--- config.mk ---
export PLATFORM = sky130hd
export DESIGN_NAME = mls_stall_detect
export DESIGN_NICKNAME = d
export VERILOG_FILES = /design/src/hdl/mls_pkg.sv /design/src/hdl/mls_stall_detect.sv
export VERILOG_INCLUDE_DIRS = /design/src /design/src/hdl
export SDC_FILE = /design/constraint.sdc
export NUM_CORES = 1
export LEC_CHECK = 0
export BUFFER_PORTS_ARGS = -buffer_cell sky130_fd_sc_hd__buf_4
export CAP_MARGIN = 20
export CORE_MARGIN = 2
export CORE_UTILIZATION = 35
export DETAILED_ROUTE_END_ITERATION = 6
export PLACE_DENSITY = 0.59
export SLEW_MARGIN = 20
export SYNTH_ARGS = -nofsm -noshare
export SYNTH_HDL_FRONTEND = slang
export SYNTH_SLANG_ARGS = --single-unit
--- constraint.sdc ---
create_clock -name sys_clk -period 8.3 [get_ports sys_clk]
set_input_delay 1.66 -clock sys_clk [delete_from_list [all_inputs] [get_ports sys_clk]]
set_output_delay 1.66 -clock sys_clk [all_outputs]
set_load 0.02 [all_outputs]
--- src/hdl/mls_map.svh ---
// register map, field positions and reset values of the load and stall detector
`ifndef MLS_MAP_SVH
`define MLS_MAP_SVH
// ----------------------------------------
// register byte offsets
// ----------------------------------------
`define MLS_OFS_CONFIG 8'h00
`define MLS_OFS_LOWER_THR 8'h04
`define MLS_OFS_VMODE_THR 8'h08
`define MLS_OFS_SEC_THR 8'h0C
`define MLS_OFS_ZERO_WAIT 8'h10
`define MLS_OFS_EVENT 8'h14
`define MLS_OFS_MASK 8'h18
`define MLS_OFS_DRIVER_STATUS_REGISTER 8'h1C
`define MLS_OFS_SEC_RESULT 8'h20
`define MLS_OFS_SUB_MEAS 8'h24
`define MLS_OFS_PHASE 8'h28
// ----------------------------------------
// field positions
// ----------------------------------------
`define MLS_EVT_STALL_STOP 0
`define MLS_EVT_SEC_STALL 1
`define MLS_DRV_STALL_BIT 24
// ----------------------------------------
// reset values and constants
// ----------------------------------------
`define MLS_RST_SEC_THR 8'h00
`define MLS_RST_ZERO_WAIT 16'h0000
`define MLS_RST_LOWER_THR 20'h00000
`define MLS_RST_VMODE_THR 20'h00000
`define MLS_SEC_MAX 9'h1FE
`define MLS_FILT_LAST 2'h3
`endif

--- src/hdl/mls_pkg.sv ---
// types shared by the load and stall detector
package mls_pkg;
   // configuration bits written by software
   typedef struct packed {
      logic phaseLagEn;
      logic secFiltEn;
      logic priFiltEn;
      logic stopOnStall;
   } mls_cfg_t;
   // measurement front end, same clock domain
   typedef struct packed {
      logic fullStep;
      logic [9:0] primaryRaw;
      logic crossStrobe;
      logic [1:0] crossIdx;
      logic [7:0] subRaw;
   } mls_meas_t;
endpackage

--- src/hdl/mls_stall_detect.sv ---
// sensorless load measurement, stall detection and phase-lag compensation
//
// Contract
// - primary load value refreshed every full step
// - primary filter averages four successive measurements
// - no stall detection below lower velocity threshold
// - stop on stall halts ramp, velocity zero
// - stall stop sets driver status stall flag
// - cleared event resumes after zero wait time
// - secondary stall when result below 8-bit threshold
// - secondary result always computed, 0 to 510
// - four sub-measurements by crossing; unfiltered uses index 0
// - secondary filter averages latest four sub-measurements
// - phase lag stored, applied, then subtracted back
// - stall stop event cleared by writing one
// - primary result is 10 bits, high means light
// - filtered primary updates once per four steps
// - diag pulse only voltage mode, within velocity window
//
// The implementer's own choices: the APB interface to the registers and the register addresses.
`include "mls_map.svh"
`timescale 1ns/1ps
`default_nettype none
module mls_stall_detect #(
   parameter int STEP_W = 20
) (
   // clock and reset
   input wire logic sys_clk,
   input wire logic reset_n,
   // apb slave
   input wire logic psel,
   input wire logic penable,
   input wire logic pwrite,
   input wire logic [7:0] paddr,
   input wire logic [31:0] pwdata,
   output logic [31:0] prdata,
   output logic pready,
   output logic pslverr,
   // measurement front end and drive state
   input wire mls_pkg::mls_meas_t meas,
   input wire logic chopVoltageMode,
   input wire logic [STEP_W-1:0] stepInterval,
   // ramp generator and diagnostics
   output logic haltMotion,
   output logic velocityZero,
   output logic resumePulse,
   output logic diagStall,
   output logic secStallLevel,
   output logic signed [9:0] phaseOffset,
   output logic irq
);
   import mls_pkg::*;

   // ----------------------------------------
   // state
   // ----------------------------------------
   mls_cfg_t cfg_reg;
   logic [STEP_W-1:0] lowerThr_reg;
   logic [STEP_W-1:0] vModeThr_reg;
   logic [7:0] secThr_reg;
   logic [15:0] zeroWait_reg;
   logic [1:0] evt_reg;
   logic [1:0] mask_reg;
   logic [9:0] priRes_reg;
   logic [11:0] priAcc_reg;
   logic [1:0] priCnt_reg;
   logic [7:0] sub_reg [4];
   logic [8:0] secRes_reg;
   logic stallFlag_reg;
   logic waiting_reg;
   logic [15:0] waitCnt_reg;
   logic resume_reg;
   logic diag_reg;
   logic prevMode_reg;
   logic [7:0] lagStore_reg;
   logic signed [9:0] phase_reg;
   logic [31:0] rdata_reg;
   logic [31:0] rdMux;

   // ----------------------------------------
   // bus decode
   // ----------------------------------------
   wire setupRd = psel & ~penable & ~pwrite;
   wire wrEn = psel & penable & pwrite;
   wire selCfg = paddr == `MLS_OFS_CONFIG;
   wire selLow = paddr == `MLS_OFS_LOWER_THR;
   wire selVm = paddr == `MLS_OFS_VMODE_THR;
   wire selThr = paddr == `MLS_OFS_SEC_THR;
   wire selWait = paddr == `MLS_OFS_ZERO_WAIT;
   wire selEvt = paddr == `MLS_OFS_EVENT;
   wire selMask = paddr == `MLS_OFS_MASK;
   wire selDrv = paddr == `MLS_OFS_DRIVER_STATUS_REGISTER;
   wire selSec = paddr == `MLS_OFS_SEC_RESULT;
   wire selSub = paddr == `MLS_OFS_SUB_MEAS;
   wire selPh = paddr == `MLS_OFS_PHASE;
   wire mapped = selCfg | selLow | selVm | selThr | selWait | selEvt | selMask |
                 selDrv | selSec | selSub | selPh;
   // zero wait states: every access completes in its first access cycle
   assign pready = 1'b1;
   assign pslverr = psel & penable & ~mapped;
   assign prdata = rdata_reg;

   // read selection
   always_comb begin
      rdMux = 32'h0000_0000;
      if (selCfg) begin
         rdMux[3:0] = cfg_reg;
      end else if (selLow) begin
         rdMux[STEP_W-1:0] = lowerThr_reg;
      end else if (selVm) begin
         rdMux[STEP_W-1:0] = vModeThr_reg;
      end else if (selThr) begin
         rdMux[7:0] = secThr_reg;
      end else if (selWait) begin
         rdMux[15:0] = zeroWait_reg;
      end else if (selEvt) begin
         rdMux[1:0] = evt_reg;
      end else if (selMask) begin
         rdMux[1:0] = mask_reg;
      end else if (selDrv) begin
         rdMux[9:0] = priRes_reg;
         rdMux[`MLS_DRV_STALL_BIT] = stallFlag_reg;
      end else if (selSec) begin
         rdMux[8:0] = secRes_reg;
      end else if (selSub) begin
         rdMux = {sub_reg[3], sub_reg[2], sub_reg[1], sub_reg[0]};
      end else if (selPh) begin
         rdMux[9:0] = phase_reg;
      end
   end

   // ----------------------------------------
   // primary estimator
   // ----------------------------------------
   wire [11:0] priSum = priAcc_reg + {2'h0, meas.primaryRaw};
   wire priLast = priCnt_reg == `MLS_FILT_LAST;
   wire priUpd = meas.fullStep & (~cfg_reg.priFiltEn | priLast);
   wire [9:0] priNew = cfg_reg.priFiltEn ? priSum[11:2] : meas.primaryRaw;

   // one result per full step, or one per four when filtered
   always_ff @(posedge sys_clk or negedge reset_n) begin
      if (!reset_n) begin
         priRes_reg <= 10'h000;
         priAcc_reg <= 12'h000;
         priCnt_reg <= 2'h0;
      end else if (meas.fullStep) begin
         if (priUpd) priRes_reg <= priNew;
         priAcc_reg <= (cfg_reg.priFiltEn & ~priLast) ? priSum : 12'h000;
         priCnt_reg <= cfg_reg.priFiltEn ? priCnt_reg + 2'h1 : 2'h0;
      end
   end

   // ----------------------------------------
   // secondary estimator
   // ----------------------------------------
   // unfiltered mode folds every crossing into index 0
   wire [1:0] subIdx = cfg_reg.secFiltEn ? meas.crossIdx : 2'h0;
   genvar g;
   for (g = 0; g < 4; g++) begin : gSub
      always_ff @(posedge sys_clk or negedge reset_n) begin
         if (!reset_n) sub_reg[g] <= 8'h00;
         else if (meas.crossStrobe && subIdx == 2'(g)) sub_reg[g] <= meas.subRaw;
      end
   end
   wire [9:0] secSum = {2'h0, sub_reg[0]} + {2'h0, sub_reg[1]} +
                       {2'h0, sub_reg[2]} + {2'h0, sub_reg[3]};
   // sum/2 is the mean with one extra precision bit
   wire [8:0] secNext = cfg_reg.secFiltEn ? secSum[9:1] : {sub_reg[0], 1'b0};
   wire [8:0] secThrExt = {1'b0, secThr_reg};
   assign secStallLevel = secRes_reg < secThrExt;

   // updated regardless of chopper mode or velocity window
   always_ff @(posedge sys_clk or negedge reset_n) begin
      if (!reset_n) secRes_reg <= 9'h000;
      else if (meas.fullStep) secRes_reg <= secNext;
   end

   // ----------------------------------------
   // stall detection, stop and restart
   // ----------------------------------------
   // long step interval means slow motor: detection stays off
   wire velOk = stepInterval <= lowerThr_reg;
   wire priStall = priUpd & velOk & ~chopVoltageMode & (priNew == 10'h000);
   wire diagCond = meas.fullStep & chopVoltageMode & velOk &
                   (stepInterval > vModeThr_reg) & (secNext < secThrExt);
   wire stallDet = priStall | diagCond;
   wire setStop = cfg_reg.stopOnStall & stallDet;
   wire clrStop = wrEn & selEvt & pwdata[`MLS_EVT_STALL_STOP];
   wire clrSec = wrEn & selEvt & pwdata[`MLS_EVT_SEC_STALL];
   wire startWait = clrStop & evt_reg[`MLS_EVT_STALL_STOP] & ~setStop;
   wire waitDone = waiting_reg & (waitCnt_reg == 16'h0000);

   // event bits: a set in the same cycle as a clear wins
   always_ff @(posedge sys_clk or negedge reset_n) begin
      if (!reset_n) evt_reg <= 2'h0;
      else begin
         evt_reg[`MLS_EVT_STALL_STOP] <= setStop | (evt_reg[0] & ~clrStop);
         evt_reg[`MLS_EVT_SEC_STALL] <= diagCond | (evt_reg[1] & ~clrSec);
      end
   end

   // zero wait countdown, cancelled by a fresh stall
   always_ff @(posedge sys_clk or negedge reset_n) begin
      if (!reset_n) begin
         waiting_reg <= 1'b0;
         waitCnt_reg <= 16'h0000;
         resume_reg <= 1'b0;
      end else begin
         resume_reg <= waitDone & ~setStop;
         if (setStop) waiting_reg <= 1'b0;
         else if (startWait) begin
            waiting_reg <= 1'b1;
            waitCnt_reg <= zeroWait_reg;
         end else if (waitDone) waiting_reg <= 1'b0;
         else if (waiting_reg) waitCnt_reg <= waitCnt_reg - 16'h0001;
      end
   end

   // driver status stall flag, held until motion resumes
   always_ff @(posedge sys_clk or negedge reset_n) begin
      if (!reset_n) begin
         stallFlag_reg <= 1'b0;
         diag_reg <= 1'b0;
      end else begin
         diag_reg <= diagCond;
         if (setStop) stallFlag_reg <= 1'b1;
         else if (resume_reg) stallFlag_reg <= 1'b0;
      end
   end
   assign haltMotion = evt_reg[`MLS_EVT_STALL_STOP] | waiting_reg;
   assign velocityZero = evt_reg[`MLS_EVT_STALL_STOP];
   assign resumePulse = resume_reg;
   assign diagStall = diag_reg;
   assign irq = |(evt_reg & mask_reg);

   // ----------------------------------------
   // phase-lag compensation
   // ----------------------------------------
   // coarse estimate: heavier load (low result) means larger lag
   wire [8:0] lagDiff = `MLS_SEC_MAX - secRes_reg;
   wire [7:0] lagEst = lagDiff[8:1];
   wire toCurrent = prevMode_reg & ~chopVoltageMode;
   wire toVoltage = ~prevMode_reg & chopVoltageMode;
   always_ff @(posedge sys_clk or negedge reset_n) begin
      if (!reset_n) begin
         prevMode_reg <= 1'b1;
         lagStore_reg <= 8'h00;
         phase_reg <= 10'sh000;
      end else begin
         prevMode_reg <= chopVoltageMode;
         if (toCurrent && cfg_reg.phaseLagEn) begin
            lagStore_reg <= lagEst;
            phase_reg <= phase_reg + $signed({2'h0, lagEst});
         end else if (toVoltage) begin
            lagStore_reg <= 8'h00;
            phase_reg <= phase_reg - $signed({2'h0, lagStore_reg});
         end
      end
   end
   assign phaseOffset = phase_reg;

   // ----------------------------------------
   // register writes and read capture
   // ----------------------------------------
   always_ff @(posedge sys_clk or negedge reset_n) begin
      if (!reset_n) begin
         cfg_reg <= '0;
         lowerThr_reg <= `MLS_RST_LOWER_THR;
         vModeThr_reg <= `MLS_RST_VMODE_THR;
         secThr_reg <= `MLS_RST_SEC_THR;
         zeroWait_reg <= `MLS_RST_ZERO_WAIT;
         mask_reg <= 2'h0;
         rdata_reg <= 32'h0000_0000;
      end else begin
         if (setupRd) rdata_reg <= rdMux;
         if (wrEn && selCfg) cfg_reg <= pwdata[3:0];
         if (wrEn && selLow) lowerThr_reg <= pwdata[STEP_W-1:0];
         if (wrEn && selVm) vModeThr_reg <= pwdata[STEP_W-1:0];
         if (wrEn && selThr) secThr_reg <= pwdata[7:0];
         if (wrEn && selWait) zeroWait_reg <= pwdata[15:0];
         if (wrEn && selMask) mask_reg <= pwdata[1:0];
      end
   end
endmodule
`default_nettype wire

==> impl_metrics.prom, run 1 <==
# TYPE chip_impl_metric gauge
chip_impl_info{name="result_of_the_run",value="finished with violations"} 1
chip_impl_info{name="failed_checks",value="design-rule violations"} 1
chip_impl_metric{name="final.setup.tns",unit="ps"} 0
chip_impl_metric{name="drt_first_pass_iters",unit=""} 7
chip_impl_metric{name="netlist_area",unit="sq um"} 12670
chip_impl_metric{name="area_of_the_multi_input_gates",unit="sq um"} 6793
chip_impl_info{name="cpLargestDelayFamily",value="adder cells"} 1
chip_impl_metric{name="grt_pass1_vias",unit=""} 10100
chip_impl_metric{name="synth_cells",unit=""} 1313
chip_impl_info{name="tritoncts",value="yes"} 1
chip_impl_metric{name="post_cts.resized_instances",unit=""} 0
chip_impl_metric{name="finalNetCount",unit=""} 1610
chip_impl_metric{name="cts_h_tree_lvls",unit=""} 1
chip_impl_metric{name="num-fill-cells",unit=""} 3507
chip_impl_metric{name="diodes",unit=""} 0
chip_impl_metric{name="crit_arrival",unit="ps"} 5930
chip_impl_info{name="worstSetupPathType",value="flip-flop to flip-flop"} 1
chip_impl_metric{name="synth_area_per_cell",unit="sq um"} 9.653
chip_impl_metric{name="setup_violations",unit=""} 0
chip_impl_metric{name="synth.yosys.seq_area_share",unit="%"} 41.08
chip_impl_metric{name="routed-via-count",unit=""} 10200
chip_impl_info{name="critical_path.startpoint_type",value="flip-flop"} 1
chip_impl_metric{name="total_leakage_power",unit="nW"} 7.008
chip_impl_metric{name="yosys_warnings",unit=""} 0
chip_impl_metric{name="count_of_max_cap_constraint_violations",unit=""} 0
chip_impl_metric{name="synth-edff-count",unit=""} 0
chip_impl_metric{name="drt_wl_total",unit="um"} 36060
chip_impl_info{name="worstPathCellList",value="inv_1 > fa_1 > fa_1 > inv_1 > ha_1 > fa_1 > a211oi_1 > nor2_1 > o31ai_1 > nand3_1 > o21ai_0 > ha_1 > a21o_1 > a211o_1 > a21oi_1 > nand4_2 > nand3_2 > o31a_1 > a21oi_1"} 1
chip_impl_info{name="synth.area.top_cells",value="dfrtp_1 41%, mux2_2 8.6%, ha_1 8.4%"} 1
chip_impl_info{name="worst_hold_path_type",value="flip-flop to flip-flop"} 1
chip_impl_metric{name="initial_antenna_violation_count",unit=""} 0
chip_impl_metric{name="cp.buffers_inverters",unit=""} 2
chip_impl_metric{name="die-width",unit="um"} 194.3
chip_impl_metric{name="area_added_between_synthesis_and_finish",unit="%"} 16.92
chip_impl_metric{name="grt_pass1_wl",unit="um"} 57810
chip_impl_metric{name="slowest_delay",unit="ps"} 520
chip_impl_metric{name="globalRoute.totalOverflow",unit=""} 0
chip_impl_metric{name="place.port_buffers",unit=""} 124
chip_impl_metric{name="core",unit="sq um"} 35660
chip_impl_metric{name="drc",unit=""} 14
chip_impl_metric{name="yosys.cell_types.count",unit=""} 77
chip_impl_metric{name="cts_post_setup_buffers_inserted",unit=""} 0
chip_impl_metric{name="async_flop_share",unit="%"} 100.0
chip_impl_metric{name="critical_path_peak_fanout",unit=""} 22
chip_impl_metric{name="final.setup_skew",unit="ps"} 15.81
chip_impl_metric{name="final.period_utilization",unit="%"} 66.31
chip_impl_metric{name="worst-slew-pin-transition",unit="ps"} 1029
chip_impl_metric{name="route.antenna.remaining_nets",unit=""} 0
chip_impl_metric{name="layout-drive-gt1-share",unit="%"} 20.60
chip_impl_metric{name="clock_latency",unit="ps"} 550
chip_impl_metric{name="hold_viol",unit=""} 0
chip_impl_metric{name="place.detailed.hpwl",unit="um"} 27200
chip_impl_metric{name="yosys.area.top_type_share",unit="%"} 40.87
chip_impl_metric{name="ys_ff_latch",unit=""} 208
chip_impl_metric{name="maximum_number_of_pins_on_one_net_before_global_route_repair",unit=""} 99
chip_impl_metric{name="seqCellArea",unit="sq um"} 5206
chip_impl_metric{name="crit_required",unit="ps"} 8730
chip_impl_info{name="synth_flop_cell",value="dfrtp_1"} 1
chip_impl_metric{name="mappedNetlistNets",unit=""} 1504
chip_impl_metric{name="cts_inserted_buffers",unit=""} 25
chip_impl_metric{name="cts-hold-fix-buffers",unit=""} 0
chip_impl_metric{name="finalWorstPathRequiredPeriod",unit="ps"} 5504
chip_impl_metric{name="globalplace.congestion",unit=""} 0.8793
chip_impl_metric{name="power.ir.vdd_worst",unit="mV"} 0.1480
chip_impl_info{name="grt_setup_unrepaired",value="no"} 1
chip_impl_metric{name="drt-initial-drc-count",unit=""} 813
chip_impl_info{name="yosysTopAreaCell",value="dfrtp_1"} 1
chip_impl_metric{name="timing.fmax",unit="MHz"} 181.7
chip_impl_metric{name="overall_routing_resource_usage",unit="%"} 19.25
chip_impl_metric{name="layout.core_utilization",unit="%"} 41.56
chip_impl_metric{name="pwr_density_cell",unit="nW/um^2"} 177.1
chip_impl_metric{name="cts.sink_count",unit=""} 208
chip_impl_metric{name="report.final.slew_viol_count",unit=""} 0
chip_impl_metric{name="clockBufferDepth",unit=""} 3
chip_impl_metric{name="floorplan.initialDensity",unit="%"} 35.55
chip_impl_info{name="crit_top_cell",value="fa_1"} 1
chip_impl_info{name="endpoint_kind",value="flip-flop"} 1
chip_impl_metric{name="clkTransAtPathRegs",unit="ps"} 60
chip_impl_metric{name="io_pins",unit=""} 138
chip_impl_metric{name="place_ws",unit="ps"} 2791
chip_impl_metric{name="final_critical_path_setup_slack",unit="ps"} 2796
chip_impl_metric{name="routed_wire_length_per_instance",unit="um"} 19.05
chip_impl_metric{name="routed_via_density",unit=""} 5.386
chip_impl_metric{name="die_height",unit="um"} 194.3
chip_impl_info{name="root_buffer",value="clkbuf_16"} 1
chip_impl_metric{name="worst_slew_margin_rel",unit="%"} 31.24
chip_impl_info{name="timing.critical_path.slowest_stage_cell",value="fa_1"} 1
chip_impl_metric{name="die_area",unit="sq um"} 37750
chip_impl_metric{name="rows",unit=""} 69
## cells in the mapped netlist, drive strengths merged, types with 11 or more instances
cell and count:
xnor2 15, a21oi 73, clkbuf 34, nor3 11, a222oi 18, mux2 98, fa 18, nand3 41
nand4 17, xor2 22, a21o 25, inv 119, dfrtp 207, nand2 151, nor2 70, nor2b 11
a31oi 20, nor4 13, o22ai 15, ha 85, buf 21, o21ai 81
## per-stage QoR
step	hold slack [ps]	std cells	total power [W]	cell area, sq um
6_report	444.2	1893	0.002625	14820
5_1_grt	467.6	1893	0.002748	14820
4_1_cts	444.8	1893	0.002657	14820
3_5_place_dp	448.4	1853	0.001573	14030
3_3_place_gp	439.2	1853	0.001564	14030
2_1_floorplan	444.8	1313	0.001373	12670
## placed cells by master (no fill, tap or decap), types with 8 or more instances in the layout
master,count
nor3_1,11
dfrtp_1,207
a22oi_1,10
o22ai_1,15
a211o_1,8
nand4_1,15
a21o_1,25
nand2b_1,9
nor2_1,70
mux2_2,97
inv_1,119
nor2b_1,11
buf_4,133
xnor2_1,15
and2_1,8
xor2_1,22
nand3_1,39
a31oi_1,20
clkbuf_16,25
o21ai_0,81
fa_1,18
nand2_1,150
a21oi_1,73
a211oi_1,8
o21a_1,10
nor4_1,10
a222oi_1,18
ha_1,85
## kinds of logic (layout without fill, tap and decap cells)
group           after synthesis  after routing  share of synthesized area [%]
simple gates                378            378                          14.80
mux                         104            104                          9.279
other cells                   1              1                        0.02959
xor+xnor                     37             37                          2.557
buf+inv                     174            293                          5.380
compound gates              308            308                          15.65
flops                       208            208                          41.08
fa+ha+maj                   103            103                          11.23
## worst paths after layout
kind	from	end	slack, ps	cells after the start
worst max-delay path	sub_reg[1]$_DFFE_PN0P_	waitCnt_reg[10]$_DFFE_PN0P_	2800	19
worst min-delay path	resumePulse$_DFF_PN0_	stallFlag_reg$_DFFE_PN0P_	440	1
worst max register to register	sub_reg[1]$_DFFE_PN0P_	waitCnt_reg[10]$_DFFE_PN0P_	2800	19
worst min register to register	resumePulse$_DFF_PN0_	stallFlag_reg$_DFFE_PN0P_	440	1
max in group asynchronous	reset_n	prdata[26]$_DFFE_PN0P_	5900	2
min in group asynchronous	reset_n	prdata[4]$_DFFE_PN0P_	1170	1
## report_power, final
group	internal [W]	leakage (nW)	switching (W)
clock network	0.000625	0.387	0.000449
registers	0.00107	2.68	0.0000757
logic	0.000178	3.94	0.000228
total	0.00187	7.01	0.000752
## per-layer routing
layer,routed length (um),global-route usage [%],vias up,part of all wire (%)
li1,-,-,4875,-
met1,16630,26.90,4987,46
met2,16490,31.35,290,46
met3,2209,3.418,44,6.1
met4,735,3.989,0,2.0
met5,0,0,-,0
## final cells by class
cell class / count / share of cell area (%)
Clock buffer: 33 / 4.762
Clock inverter: 7 / 0.5235
Inverter: 119 / 3.014
Multi-Input combinational cell: 931 / 45.84
Sequential cell: 208 / 35.13
Tap cell: 461 / 3.892
Timing Repair Buffer: 134 / 6.839
Note: power is estimated with default switching activity, not from simulation.
==> run 2: changes to the inputs <==
Settings changed: ABC_AREA from default to 1, PLACE_DENSITY 0.59 to 0.61.
Clock period 8.3 ns to 5 ns, I/O delays scaled along.
==> impl_metrics.prom, run 2 <==
# TYPE chip_impl_metric gauge
chip_impl_metric{name="total_leakage_power",unit="nW"} 7.532
chip_impl_metric{name="grt_pass1_vias",unit=""} 10850
chip_impl_metric{name="area_added_between_synthesis_and_finish",unit="%"} 19.49
chip_impl_metric{name="cts_post_setup_buffers_inserted",unit=""} 0
chip_impl_metric{name="setup_violations",unit=""} 0
chip_impl_metric{name="place.detailed.hpwl",unit="um"} 29000
chip_impl_metric{name="place.port_buffers",unit=""} 124
chip_impl_metric{name="floorplan.initialDensity",unit="%"} 35.62
chip_impl_metric{name="routed_via_density",unit=""} 4.972
chip_impl_metric{name="diodes",unit=""} 0
chip_impl_metric{name="seqCellArea",unit="sq um"} 5206
chip_impl_metric{name="timing.fmax",unit="MHz"} 215.4
chip_impl_info{name="synthMostInstantiatedCell",value="nand2_1"} 1
chip_impl_metric{name="final.period_utilization",unit="%"} 92.86
chip_impl_metric{name="slowest_delay",unit="ps"} 520
chip_impl_info{name="result_of_the_run",value="finished clean"} 1
chip_impl_metric{name="cts_h_tree_lvls",unit=""} 1
chip_impl_metric{name="use_met3",unit="%"} 2.661
chip_impl_metric{name="drt_wl_total",unit="um"} 37670
chip_impl_info{name="worstReg2RegStart",value="sub_reg[9]$_DFFE_PN0P_"} 1
chip_impl_metric{name="area_of_the_multi_input_gates",unit="sq um"} 6384
chip_impl_metric{name="async_flop_share",unit="%"} 100.0
chip_impl_info{name="top_usage_layer",value="met2"} 1
chip_impl_info{name="endpoint_kind",value="flip-flop"} 1
chip_impl_metric{name="die_height",unit="um"} 194.3
chip_impl_metric{name="worst-slew-pin-transition",unit="ps"} 797.8
chip_impl_metric{name="final.setup_skew",unit="ps"} 28.39
chip_impl_metric{name="pwr_density_cell",unit="nW/um^2"} 295.2
chip_impl_metric{name="cp.buffers_inverters",unit=""} 3
chip_impl_metric{name="globalRoute.totalOverflow",unit=""} 0
chip_impl_metric{name="yosys_warnings",unit=""} 0
chip_impl_metric{name="routed_wire_length_per_instance",unit="um"} 16.75
chip_impl_metric{name="overall_routing_resource_usage",unit="%"} 19.95
chip_impl_metric{name="die_area",unit="sq um"} 37740
chip_impl_info{name="rr_endpoint",value="waitCnt_reg[0]$_DFFE_PN0P_"} 1
chip_impl_metric{name="yosys.area.top_type_share",unit="%"} 40.88
chip_impl_metric{name="count_of_max_cap_constraint_violations",unit=""} 0
chip_impl_info{name="grt_setup_unrepaired",value="no"} 1
chip_impl_metric{name="globalplace.congestion",unit=""} 0.9271
chip_impl_metric{name="synth_area_per_cell",unit="sq um"} 7.745
chip_impl_info{name="synth_flop_cell",value="dfrtp_1"} 1
chip_impl_metric{name="crit_required",unit="ps"} 5480
chip_impl_metric{name="power",unit="W"} 0.004470
chip_impl_metric{name="cts-hold-fix-buffers",unit=""} 0
chip_impl_metric{name="synth_cells",unit=""} 1636
chip_impl_metric{name="post_cts.resized_instances",unit=""} 0
chip_impl_metric{name="rows",unit=""} 69
chip_impl_info{name="synth.area.top_cells",value="dfrtp_1 41%, nand2_1 13%, ha_1 8.4%"} 1
chip_impl_metric{name="cts_inserted_buffers",unit=""} 26
chip_impl_metric{name="clkTransAtPathRegs",unit="ps"} 60
chip_impl_metric{name="hold_viol",unit=""} 0
chip_impl_info{name="layout.cells.most_common_list",value="452 x nand2_1, 229 x inv_1, 207 x dfrtp_1"} 1
chip_impl_info{name="critical_path.startpoint_type",value="flip-flop"} 1
chip_impl_metric{name="mappedNetlistNets",unit=""} 1827
chip_impl_metric{name="worst_slew_margin_rel",unit="%"} 46.76
chip_impl_metric{name="route.antenna.remaining_nets",unit=""} 0
chip_impl_metric{name="io_pins",unit=""} 138
chip_impl_metric{name="grt_util_met1",unit="%"} 29.15
chip_impl_metric{name="drt-initial-drc-count",unit=""} 912
chip_impl_info{name="yosysTopAreaCell",value="dfrtp_1"} 1
chip_impl_metric{name="clockBufferDepth",unit=""} 3
chip_impl_metric{name="global_route.usage.met2",unit="%"} 31.05
chip_impl_metric{name="drt_first_pass_iters",unit=""} 5
chip_impl_metric{name="finalWorstPathRequiredPeriod",unit="ps"} 4643
chip_impl_metric{name="finalNetCount",unit=""} 1959
chip_impl_info{name="root_buffer",value="clkbuf_16"} 1
chip_impl_metric{name="critical_path_peak_fanout",unit=""} 7
chip_impl_info{name="synth_common_cells",value="453 x nand2_1, 229 x inv_1, 207 x dfrtp_1, 204 x o21ai_0, 90 x nand3_1"} 1
chip_impl_metric{name="power.ir.vdd_worst",unit="mV"} 0.2857
chip_impl_metric{name="core",unit="sq um"} 35570
chip_impl_metric{name="crit_arrival",unit="ps"} 5130
chip_impl_metric{name="drc",unit=""} 0
chip_impl_info{name="worst_hold_path_type",value="input port to asynchronous set/reset pin"} 1
chip_impl_metric{name="setup_slack_of_the_worst_register_to_register_path",unit="ps"} 360
chip_impl_metric{name="initial_antenna_violation_count",unit=""} 0
chip_impl_metric{name="synth-edff-count",unit=""} 0
chip_impl_metric{name="yosys.cell_types.count",unit=""} 54
chip_impl_info{name="cpLargestDelayFamily",value="adder cells"} 1
chip_impl_metric{name="report.final.slew_viol_count",unit=""} 0
chip_impl_metric{name="maximum_number_of_pins_on_one_net_before_global_route_repair",unit=""} 120
chip_impl_metric{name="ys_ff_latch",unit=""} 208
chip_impl_info{name="crit_top_cell",value="nand2_1"} 1
chip_impl_metric{name="die-width",unit="um"} 194.3
chip_impl_info{name="worstSetupPathType",value="flip-flop to flip-flop"} 1
chip_impl_metric{name="synth.yosys.seq_area_share",unit="%"} 41.09
chip_impl_metric{name="netlist_area",unit="sq um"} 12670
chip_impl_metric{name="cts.sink_count",unit=""} 208
chip_impl_metric{name="grt_pass1_wl",unit="um"} 60110
chip_impl_info{name="mostFrequentLayoutCell",value="nand2_1"} 1
chip_impl_metric{name="clock_latency",unit="ps"} 550
chip_impl_metric{name="final.setup.tns",unit="ps"} 0
chip_impl_metric{name="num-fill-cells",unit=""} 3644
chip_impl_metric{name="routed-via-count",unit=""} 11180
chip_impl_info{name="timing.critical_path.slowest_stage_cell",value="fa_1"} 1
chip_impl_info{name="tritoncts",value="yes"} 1
chip_impl_metric{name="worst_r2r_path_depth",unit=""} 27
chip_impl_metric{name="layout-drive-gt1-share",unit="%"} 12.86
run 2: cell types whose count changed after synthesis, moves of 13 or more:
| cell | delta |
|---|---|
| o21ai_0 | +123 |
| a31oi_1 | -13 |
| a222oi_1 | -18 |
| mux2_2 | -97 |
| nand2_1 | +303 |
| nand3_1 | +51 |
| a21o_1 | -22 |
| inv_1 | +110 |
run 2: cells by family after synthesis:
family                     after synthesis  share of synthesized area (%)
and+or+nand+nor                        680                          22.61
AOI/OAI and AO/OA                      335                          14.51
adders and majority gates              103                          11.24
xor gates and xnor gates                25                          1.728
other                                    1                        0.02960
DFF                                    208                          41.09
buffers and inverters                  284                          8.798
run 2: per-stage QoR:
step	cells	instance area [sq um]	setup slack, ps	utilization [%]	hold slack [ps]
final	2249	15140	357.0	42.57	376.7
after global routing	2249	15140	20.36	42.57	393.4
after CTS	2248	15080	171.3	42.40	480.5
after detailed placement	2200	14180	167.8	39.87	472.7
after global placement	2200	14180	229.0	39.87	464.8
after floorplan	1636	12670	832.6	-	445.7
run 2: worst register-to-register path: cells and delay by family, from the launching register on:
family | cells | cell delay, ps
compound gates | 4 | 600
simple gates | 15 | 1350
buf+inv | 3 | 350
flops | 1 | 380
fa+ha+maj | 5 | 1930
run 2: layer usage:
layer / part of all wire, % / vias to the layer above
met1: 48 / 5235
met5: 0 / -
li1: - / 5595
met4: 2.5 / 0
met2: 44 / 302
met3: 5.7 / 51
run 2: how the worst max path moves through the flow:
| stage | from | end | cells past startpoint |
|---|---|---|---|
| detailed placement | sub_reg[11]$_DFFE_PN0P_ | waitCnt_reg[0]$_DFFE_PN0P_ | 30 |
| finish | sub_reg[9]$_DFFE_PN0P_ | waitCnt_reg[0]$_DFFE_PN0P_ | 27 |
| global placement | sub_reg[11]$_DFFE_PN0P_ | waitCnt_reg[5]$_DFFE_PN0P_ | 30 |
| CTS | sub_reg[11]$_DFFE_PN0P_ | waitCnt_reg[0]$_DFFE_PN0P_ | 30 |
| floorplan | sub_reg[11]$_DFFE_PN0P_ | waitCnt_reg[6]$_DFFE_PN0P_ | 30 |
| global route | sub_reg[9]$_DFFE_PN0P_ | waitCnt_reg[13]$_DFFE_PN0P_ | 26 |
run 2: layout make-up:
class                   count  area share, %
repair buffers            153          7.867
clock buffers              35          4.917
well taps                 461          3.810
flip-flops and latches    208          34.39
clock inverters            13          1.033
inverters                 235          5.826
multi-input cells        1144          42.16
run 2: report_power, final:
| part | internal [W] | leakage [nW] | switching (W) |
|---|---|---|---|
| registers | 0.00176 | 2.82 | 0.0000854 |
| logic | 0.000259 | 4.27 | 0.000405 |
| clock network | 0.00120 | 0.444 | 0.000759 |
| total | 0.00322 | 7.53 | 0.00125 |
